[src/inc/dpdc_pkg.sv]
package dpdc_pkg;
   // register indices; byte address on the bus is four times the index
   localparam logic [7:0] IDX_TMR = 8'hF1;
   localparam logic [7:0] IDX_CNT1 = 8'hF2;
   localparam logic [7:0] IDX_SECOND_PRESCALER_SETUP = 8'hF3;
   localparam logic [7:0] IDX_CNT0 = 8'hF4;
   localparam logic [7:0] IDX_FIRST_PRESCALER_SETUP = 8'hF5;
   localparam logic [7:0] IDX_STAT = 8'hE0;
   localparam logic [7:0] IDX_MASK = 8'hE1;
   localparam logic [7:0] IDX_OPT = 8'hE2;
   localparam int ADDR_W = 12;

   // timer mode control fields
   localparam int TMR_LD0 = 0;
   localparam int TMR_EN0 = 1;
   localparam int TMR_LD1 = 2;
   localparam int TMR_EN1 = 3;
   localparam int TMR_TIN_LO = 6;
   localparam logic [7:0] TMR_LD_MASK = 8'h05;
   localparam logic [7:0] TMR_RST = 8'h00;
   localparam logic [1:0] TIN_EXTCLK = 2'h0;
   localparam logic [1:0] TIN_GATE = 2'h1;
   localparam logic [1:0] TIN_TRIG_NR = 2'h2;
   localparam logic [1:0] TIN_TRIG_RT = 2'h3;

   // prescaler setup fields, plus prescaler and counter end and reset values
   localparam int PRE_MODE = 0;
   localparam int PRE_SRC = 1;
   localparam int PRE_RATIO_LO = 2;
   localparam logic [7:0] PRE_RST = 8'h00;
   localparam logic [5:0] PRE_END = 6'h01;
   localparam logic [7:0] CNT_END = 8'h01;
   localparam logic [7:0] CNT_RST = 8'h00;

   // clocking
   localparam int MCLK_NS = 40;
   localparam int EMI_CYCLE_NS = 250;
   localparam int EMI_MAX_MHZ = 4;
   localparam logic [2:0] LOWEMI_CYC = 3'((EMI_CYCLE_NS + MCLK_NS - 1) / MCLK_NS);
   localparam logic [2:0] STD_CYC = 3'h2;
   localparam logic [1:0] INT_DIV_LAST = 2'h3;
endpackage : dpdc_pkg

[src/rtl/dpdc_chan.sv]
`timescale 1ns/1ps
module dpdc_chan
   import dpdc_pkg::*;
(
   input wire logic mclk,
   input wire logic nrst,
   input wire logic tick,
   input wire logic run,
   input wire logic load,
   input wire logic [7:0] initVal,
   input wire logic [5:0] ratio,
   input wire logic modulo,
   output logic [7:0] count,
   output logic eoc,
   output logic halted
);
   logic [5:0] pre_q;
   logic [7:0] cnt_q;
   logic halt_q;
   logic eoc_q;
   wire logic active = tick & run & ~halt_q;
   wire logic preEnd = (pre_q == PRE_END);
   wire logic cntEnd = (cnt_q == CNT_END);

   // ratio 0 runs 64 ticks and count 0 runs 256, both by wrapping through zero
   always_ff @(posedge mclk) begin
      if (!nrst) begin
         pre_q <= 6'h00;
         cnt_q <= CNT_RST;
         halt_q <= 1'b1;
         eoc_q <= 1'b0;
      end else begin
         eoc_q <= 1'b0;
         if (load) begin
            pre_q <= ratio;
            cnt_q <= initVal;
            halt_q <= 1'b0;
         end else if (active) begin
            if (preEnd) begin
               pre_q <= ratio;
               if (cntEnd) begin
                  eoc_q <= 1'b1;
                  if (modulo) begin
                     cnt_q <= initVal;
                  end else begin
                     cnt_q <= CNT_RST;
                     halt_q <= 1'b1;
                  end
               end else begin
                  cnt_q <= cnt_q - 8'h01;
               end
            end else begin
               pre_q <= pre_q - 6'h01;
            end
         end
      end
   end

   assign count = cnt_q;
   assign eoc = eoc_q;
   assign halted = halt_q;
endmodule : dpdc_chan

[src/rtl/dpdc_timer_top.sv]
// Design decision made here: register access over APB.
`timescale 1ns/1ps
module dpdc_timer_top
   import dpdc_pkg::*;
(
   input wire logic mclk,
   input wire logic nrst,
   input wire logic psel,
   input wire logic penable,
   input wire logic pwrite,
   input wire logic [ADDR_W-1:0] paddr,
   input wire logic [31:0] pwdata,
   output logic [31:0] prdata,
   output logic pready,
   output logic pslverr,
   input wire logic [2:0] fixedInputLines,
   output logic [2:0] fixedInSync,
   output logic firstCounterIrq,
   output logic secondCounterIrq,
   output logic irq
);
   // ---------------- input synchronisers ----------------
   logic [2:0] s1_q;
   logic [2:0] s2_q;
   logic [2:0] s3_q;
   logic [2:0] lvl_q;

   // a change counts only when the last two stages agree
   for (genvar i = 0; i < 3; i++) begin : g_sync
      always_ff @(posedge mclk) begin
         if (!nrst) begin
            s1_q[i] <= 1'b0;
            s2_q[i] <= 1'b0;
            s3_q[i] <= 1'b0;
            lvl_q[i] <= 1'b0;
         end else begin
            s1_q[i] <= fixedInputLines[i];
            s2_q[i] <= s1_q[i];
            s3_q[i] <= s2_q[i];
            if (s2_q[i] == s3_q[i]) begin
               lvl_q[i] <= s3_q[i];
            end
         end
      end
   end

   assign fixedInSync = lvl_q;
   wire logic timerInputPin = lvl_q[0];
   wire logic pinFall = lvl_q[0] & (s2_q[0] == s3_q[0]) & ~s3_q[0];

   // ---------------- register decode ----------------
   logic [7:0] tmr_q;
   logic [7:0] init0_q;
   logic [7:0] init1_q;
   logic [7:0] first_prescaler_setup_q;
   logic [7:0] second_prescaler_setup_q;
   logic [1:0] stat_q;
   logic [1:0] mask_q;
   logic emi_q;
   logic emiLock_q;
   logic [31:0] prdata_q;
   logic pslverr_q;
   logic trigRun_q;
   logic irq0_q;
   logic irq1_q;

   wire logic [ADDR_W-1:0] addrTmr = {2'b00, IDX_TMR, 2'b00};
   wire logic [ADDR_W-1:0] addrCnt1 = {2'b00, IDX_CNT1, 2'b00};
   wire logic [ADDR_W-1:0] addrPre1 = {2'b00, IDX_SECOND_PRESCALER_SETUP, 2'b00};
   wire logic [ADDR_W-1:0] addrCnt0 = {2'b00, IDX_CNT0, 2'b00};
   wire logic [ADDR_W-1:0] addrPre0 = {2'b00, IDX_FIRST_PRESCALER_SETUP, 2'b00};
   wire logic [ADDR_W-1:0] addrStat = {2'b00, IDX_STAT, 2'b00};
   wire logic [ADDR_W-1:0] addrMask = {2'b00, IDX_MASK, 2'b00};
   wire logic [ADDR_W-1:0] addrOpt = {2'b00, IDX_OPT, 2'b00};

   wire logic selTmr = (paddr == addrTmr);
   wire logic selCnt1 = (paddr == addrCnt1);
   wire logic selPre1 = (paddr == addrPre1);
   wire logic selCnt0 = (paddr == addrCnt0);
   wire logic selPre0 = (paddr == addrPre0);
   wire logic selStat = (paddr == addrStat);
   wire logic selMask = (paddr == addrMask);
   wire logic selOpt = (paddr == addrOpt);
   wire logic hit = selTmr | selCnt1 | selPre1 | selCnt0 | selPre0 | selStat | selMask | selOpt;

   wire logic setup = psel & ~penable;
   wire logic wrEn = psel & penable & pwrite;
   wire logic wrTmr = wrEn & selTmr;
   wire logic wrStat = wrEn & selStat;
   wire logic wrMask = wrEn & selMask;
   wire logic ldBit0 = wrTmr & pwdata[TMR_LD0];
   wire logic ldBit1 = wrTmr & pwdata[TMR_LD1];

   // ---------------- timer clock enables ----------------
   // the low-EMI path cannot run the timer clock at the crystal rate here, so it
   // is paced to the fastest rate that still respects the 250 ns floor
   logic [2:0] tdiv_q;
   logic [1:0] idiv_q;
   wire logic [2:0] tdivLast = emi_q ? (LOWEMI_CYC - 3'h1) : (STD_CYC - 3'h1);
   wire logic tclkEn = (tdiv_q >= tdivLast);
   wire logic intTick = tclkEn & (idiv_q == INT_DIV_LAST);

   always_ff @(posedge mclk) begin
      if (!nrst) begin
         tdiv_q <= 3'h0;
         idiv_q <= 2'h0;
      end else begin
         tdiv_q <= tclkEn ? 3'h0 : tdiv_q + 3'h1;
         if (tclkEn) begin
            idiv_q <= idiv_q + 2'h1;
         end
      end
   end

   // ---------------- counter steering ----------------
   wire logic [1:0] tinMode = tmr_q[TMR_TIN_LO +: 2];
   wire logic src1Int = second_prescaler_setup_q[PRE_SRC];
   wire logic run0 = tmr_q[TMR_EN0];
   wire logic run1 = tmr_q[TMR_EN1];
   wire logic isTrig = (tinMode == TIN_TRIG_NR) | (tinMode == TIN_TRIG_RT);
   wire logic isGate = (tinMode == TIN_GATE);
   wire logic trigEdge = pinFall & isTrig & src1Int & run1;
   wire logic trigLoad = trigEdge & ((tinMode == TIN_TRIG_RT) | ~trigRun_q);
   wire logic intPass = intTick & (~isGate | timerInputPin) & (~isTrig | trigRun_q);
   wire logic extPass = pinFall & (tinMode == TIN_EXTCLK);
   wire logic tick0 = intTick;
   wire logic tick1 = src1Int ? intPass : extPass;
   wire logic ld0 = ldBit0;
   wire logic ld1 = ldBit1 | trigLoad;

   logic [7:0] cnt0;
   logic [7:0] cnt1;
   logic eoc0;
   logic eoc1;
   logic halted0;
   logic halted1;

   // two identical channels, each with its own prescaler
   dpdc_chan u_chan0 (
      .mclk(mclk),
      .nrst(nrst),
      .tick(tick0),
      .run(run0),
      .load(ld0),
      .initVal(init0_q),
      .ratio(first_prescaler_setup_q[PRE_RATIO_LO +: 6]),
      .modulo(first_prescaler_setup_q[PRE_MODE]),
      .count(cnt0),
      .eoc(eoc0),
      .halted(halted0)
   );

   dpdc_chan u_chan1 (
      .mclk(mclk),
      .nrst(nrst),
      .tick(tick1),
      .run(run1),
      .load(ld1),
      .initVal(init1_q),
      .ratio(second_prescaler_setup_q[PRE_RATIO_LO +: 6]),
      .modulo(second_prescaler_setup_q[PRE_MODE]),
      .count(cnt1),
      .eoc(eoc1),
      .halted(halted1)
   );

   // a trigger arms the run; a single pass or a stop disarms it
   always_ff @(posedge mclk) begin
      if (!nrst) begin
         trigRun_q <= 1'b0;
      end else if (trigEdge) begin
         trigRun_q <= 1'b1;
      end else if (!run1 || (eoc1 && !second_prescaler_setup_q[PRE_MODE])) begin
         trigRun_q <= 1'b0;
      end
   end

   // ---------------- register writes ----------------
   // load bits are strobes and never stored, so they read back as zero
   always_ff @(posedge mclk) begin
      if (!nrst) begin
         tmr_q <= TMR_RST;
         init0_q <= CNT_RST;
         init1_q <= CNT_RST;
         first_prescaler_setup_q <= PRE_RST;
         second_prescaler_setup_q <= PRE_RST;
         mask_q <= 2'h0;
      end else if (wrEn) begin
         if (selTmr) begin
            tmr_q <= pwdata[7:0] & ~TMR_LD_MASK;
         end
         if (selCnt0) begin
            init0_q <= pwdata[7:0];
         end
         if (selCnt1) begin
            init1_q <= pwdata[7:0];
         end
         if (selPre0) begin
            first_prescaler_setup_q <= pwdata[7:0];
         end
         if (selPre1) begin
            second_prescaler_setup_q <= pwdata[7:0];
         end
         if (selMask) begin
            mask_q <= pwdata[1:0];
         end
      end
   end

   // the low-EMI option is a one-time choice: the first write locks it
   always_ff @(posedge mclk) begin
      if (!nrst) begin
         emi_q <= 1'b0;
         emiLock_q <= 1'b0;
      end else if (wrEn && selOpt && !emiLock_q) begin
         emi_q <= pwdata[0];
         emiLock_q <= 1'b1;
      end
   end

   // ---------------- interrupts ----------------
   // a new end of count wins over a clear in the same cycle
   wire logic [1:0] statClr = wrStat ? pwdata[1:0] : 2'h0;
   wire logic [1:0] statD = (stat_q & ~statClr) | {eoc1, eoc0};

   always_ff @(posedge mclk) begin
      if (!nrst) begin
         stat_q <= 2'h0;
         irq0_q <= 1'b0;
         irq1_q <= 1'b0;
      end else begin
         stat_q <= statD;
         irq0_q <= eoc0;
         irq1_q <= eoc1;
      end
   end

   assign firstCounterIrq = irq0_q;
   assign secondCounterIrq = irq1_q;
   assign irq = |(stat_q & mask_q);

   // ---------------- read path ----------------
   // data is caught in the setup phase so the access phase always ends at once
   wire logic [7:0] rdMux =
      selTmr ? tmr_q :
      selCnt0 ? cnt0 :
      selCnt1 ? cnt1 :
      selStat ? {6'h00, stat_q} :
      selMask ? {6'h00, mask_q} :
      selOpt ? {6'h00, emiLock_q, emi_q} :
      8'h00;

   always_ff @(posedge mclk) begin
      if (!nrst) begin
         prdata_q <= 32'h00000000;
         pslverr_q <= 1'b0;
      end else if (setup) begin
         prdata_q <= pwrite ? 32'h00000000 : {24'h000000, rdMux};
         pslverr_q <= ~hit;
      end
   end

   assign prdata = prdata_q;
   assign pslverr = pslverr_q;
   assign pready = 1'b1;
endmodule : dpdc_timer_top

[config.mk]
export PLATFORM = sky130hd
export DESIGN_NAME = dpdc_timer_top
export DESIGN_NICKNAME = d
export VERILOG_FILES = /design/src/inc/dpdc_pkg.sv /design/src/rtl/dpdc_chan.sv /design/src/rtl/dpdc_timer_top.sv
export SDC_FILE = /design/constraint.sdc
export NUM_CORES = 1
export LEC_CHECK = 0
export BUFFER_PORTS_ARGS = -buffer_cell sky130_fd_sc_hd__buf_2
export CORE_MARGIN = 3
export CORE_UTILIZATION = 35
export CTS_CLUSTER_DIAMETER = 50
export DETAILED_ROUTE_END_ITERATION = 10
export PLACE_DENSITY = 0.56
export SYNTH_ARGS = -nofsm -noshare
export SYNTH_HDL_FRONTEND = slang
export SYNTH_SLANG_ARGS = --single-unit
[constraint.sdc]
create_clock -name mclk -period 4.84 [get_ports mclk]
set_clock_uncertainty 0.1 [all_clocks]
set_input_delay 0.242 -clock mclk [delete_from_list [all_inputs] [get_ports mclk]]
set_output_delay 0.242 -clock mclk [all_outputs]
set_load 0.1 [all_outputs]
==> impl_results.md <==
* Status: finished, final reports clean
* Gr usage total at 17.3%
* WL per Instance at 16.8 um
* # setup viols final at 0
* Max incr delay on CP at 0.43 ns
* CTS sink cnt at 104
* Layout cell share with drive strength beyond 1 at 14.5%
* Worst setup SP type: flip-flop
* FMAX at 368 MHz
* Synth Area in Compound Gates at 17.9%
* Fraction of synthesized area in multiplexers at 7.47%
* Skew-Pair Late Insertion Delay at 0.36 ns
* Synth Area in Simple Gates at 24.7%
* Top FF cell, synth: dfxtp_1
* Most frequent CP cell: nand2_1
* Ys async rst share at 0%
* Via/cell ratio at 5.39
* GRT overflow at 0
* Top-Level Pins at 92
* Worst setup EP type: flip-flop
* Worst min path class: in -> reg
* Worst-path cell with the longest stage delay: o41ai_1
* Total power at 1850 uW
* Final hold violation count at 0
* Final net count at 723
* Die height at 130 um
* CTS tree: yes
* Setup TNS at 0 ns
* DP HPWL at 10200 um
* Min Tclk post-route at 2.72 ns
* Synth unique cells at 71
* Area contributors post-synth: dfxtp_1, mux2i_1, nor2_1
* Post-synth EDFFs at 0
* Max Cap Viol at 0
* Yosys top cell area share at 38.6%
* Max VDD drop at 0.126 mV
* Design area at 5940 sq um
* Worst Hold Launch: pwdata[7]
* Delay-heaviest family, CP: compound AO/OA/AOI/OAI gates
* Vias in the first global route at 4340
* # rows at 44
* Initial core utilization at 36.4%
* P&R area growth vs syn at 10.0%
* TritonRoute pass-1 iters at 5
* Syn. warnings at 0
* Antenna cells at 0
* CP startpoint: emi_q
* Die area at 16900 sq um
* CTS buffer count at 9
* Yosys reg bits at 104
* Critical path arrival at 2.92 ns
* Least-Margin Pin Slew at 0.632 ns
* Post-synthesis sequential area ratio at 38.6%
* Initial antenna violation count at 0
* Most common cell after layout, fill and taps aside: dfxtp_1
* Static Leak at 0.00234 uW
* Worst slew margin at 57.8%
* Clock buffer depth at 2
* Most frequent cells in the layout: dfxtp_1, nor2_1, nand2_1
* Post-DRT Antenna Nets at 0
* Worst Path Max Fanout at 9
* Drt total wl at 14200 um
* Cell Area, Synth at 5400 sq um
* NetSw at 561 uW
* # DRC at 0
* Clock slew at reported path FFs at 0.07 ns
* Post-synthesis adder-cell area fraction at 3.01%
* Worst EP required at 5.04 ns
* Clock power frac at 38.8%
* Chip width at 130 um
* Post-CTS Setup Bufs at 0
* Slew Viols, Final at 0
* Largest family of logic cells by synthesized area: simple AND/OR/NAND/NOR gates
* Setup CP Type: reg -> reg
* Seq pwr share at 47.7%
* RSZ-0062 raised after global routing: false
* First-pass GRT wire length at 22800 um
* Drt initial violations at 253
* Syn Inst Count at 626
* Core Area at 14800 sq um
* Hold Slack at 0.106 ns
* Clock tree root buffer cell: clkbuf_16
* Syn_area_per_cell at 8.62 sq um
* Switching share of power at 30.3%
* Maximum level of the CTS H-tree at 3
* Post-Synth XOR/XNOR Area at 0.812%
* Largest net degree at the start of global routing at 46
* GPL Wtd Cong at 0.883
* Int Pwr at 1290 uW
* I/O Buffers at 42
* CP bufs+invs at 1
* Synth area leader: dfxtp_1
* Reg2Reg Launch Point: emi_q
* Final Cycle Share at 56.1%
* Vias after detailed routing at 4562
* CP cell instances: inv_1 > ha_1 > nand2_1 > o21ai_2 > a22o_1 > nand2_1 > o41ai_1 > a221o_1
* Cell Area, Placed at 5620 sq um
* Pwr dens at 312 nW/um^2
* Final core utilization at 40.1%
* Logic pwr share at 13.4%
path summary, 6_finish.rpt:
path / end / cells past startpoint / slack [ns]
max: u_chan1.count[7] / 8 / 2.12
min: init0_q[7] / 3 / 0.11
max reg2reg: u_chan1.count[7] / 8 / 2.12
min reg2reg: s2_q[0] / 1 / 0.34
area by class of cell:
cell class | count | area [sq um]
Tap cell | 184 | 230
Timing Repair Buffer | 47 | 255
Sequential cell | 104 | 2080
Inverter | 22 | 82.6
Clock buffer | 9 | 225
Fill cell | 1455 | 8870
Clock inverter | 7 | 60.1
Multi-Input combinational cell | 474 | 3000
per-layer routing:
metal  part of all wire [%]  wire length [um]  GRT usage (%)  vias up
li1                       -                 -              -     2245
met4                    2.6               369           7.33        0
met5                      0                 0              0        -
met3                    5.2               740           1.96       22
met1                     46              6550           23.3     2173
met2                     46              6580           28.1      122
cell families (layout without fill, tap and decap cells):
kind of cell | Yosys count | after routing
XOR/XNOR | 5 | 5
multiplexers | 40 | 40
other | 2 | 25
buffers and inverters | 71 | 85
AO/OA/AOI/OAI | 137 | 137
AND/OR/NAND/NOR | 254 | 254
flip-flops | 104 | 104
adder cells (fa/ha/maj) | 13 | 13
cell usage after synthesis, types with 7 or more instances:
| cell | number |
|---|---|
| and2_1 | 16 |
| nor3_1 | 18 |
| dfxtp_1 | 104 |
| a22oi_1 | 7 |
| clkbuf_1 | 13 |
| nand2_1 | 58 |
| nor2_1 | 75 |
| or3_1 | 7 |
| nand2_2 | 8 |
| buf_4 | 27 |
| o21ai_0 | 14 |
| o21ai_1 | 8 |
| o211ai_1 | 8 |
| a21oi_2 | 10 |
| a21oi_1 | 30 |
| inv_1 | 22 |
| mux2i_1 | 38 |
| ha_1 | 13 |
| and3_1 | 9 |
| nand3_1 | 19 |
registers in the layout (all words and copies together) (netlist names), 2 cells and up:
signal,flops
stat_q,2
first_prescaler_setup_q,7
idiv_q,2
s3_q,3
mask_q,2
u_chan0.pre_q,6
init1_q,8
tmr_q,6
u_chan0.count,8
s2_q,3
init0_q,8
fixedInSync,2
u_chan1.count,8
second_prescaler_setup_q,8
tdiv_q,3
prdata,8
u_chan1.pre_q,6
s1_q,3
worst reg2reg max path, cell delays in order, from the launching register on:
cell and delay, ns:
dfxtp_1 0.33, inv_1 0.10, ha_1 0.31, nand2_1 0.08, o21ai_2 0.42, a22o_1 0.41, nand2_1 0.28, o41ai_1 0.43
a221o_1 0.20
repair_timing:
action	in CTS	in global routing
resized for setup	0	0
hold buffers	3	0
endpoints found under the hold margin	3	0
power groups by stage:
| stage | Clock, uW | Combinational (uW) | Sequential (uW) |
|---|---|---|---|
| global placement | 0 | 244 | 903 |
| floorplan | 0 | 206 | 905 |
| CTS | 736 | 252 | 884 |
| detailed placement | 0 | 249 | 904 |
| global route | 771 | 272 | 886 |
| finish | 719 | 248 | 884 |
metrics by stage:
| stage | std cells | setup WS, ns |
|---|---|---|
| floorplan | 649 | 2.61 |
| global placement | 828 | 2.18 |
| detailed placement | 828 | 2.16 |
| CTS | 847 | 2.15 |
| global route | 847 | 1.92 |
| finish | 847 | 2.12 |
Note: power is estimated with default switching activity, not from simulation.
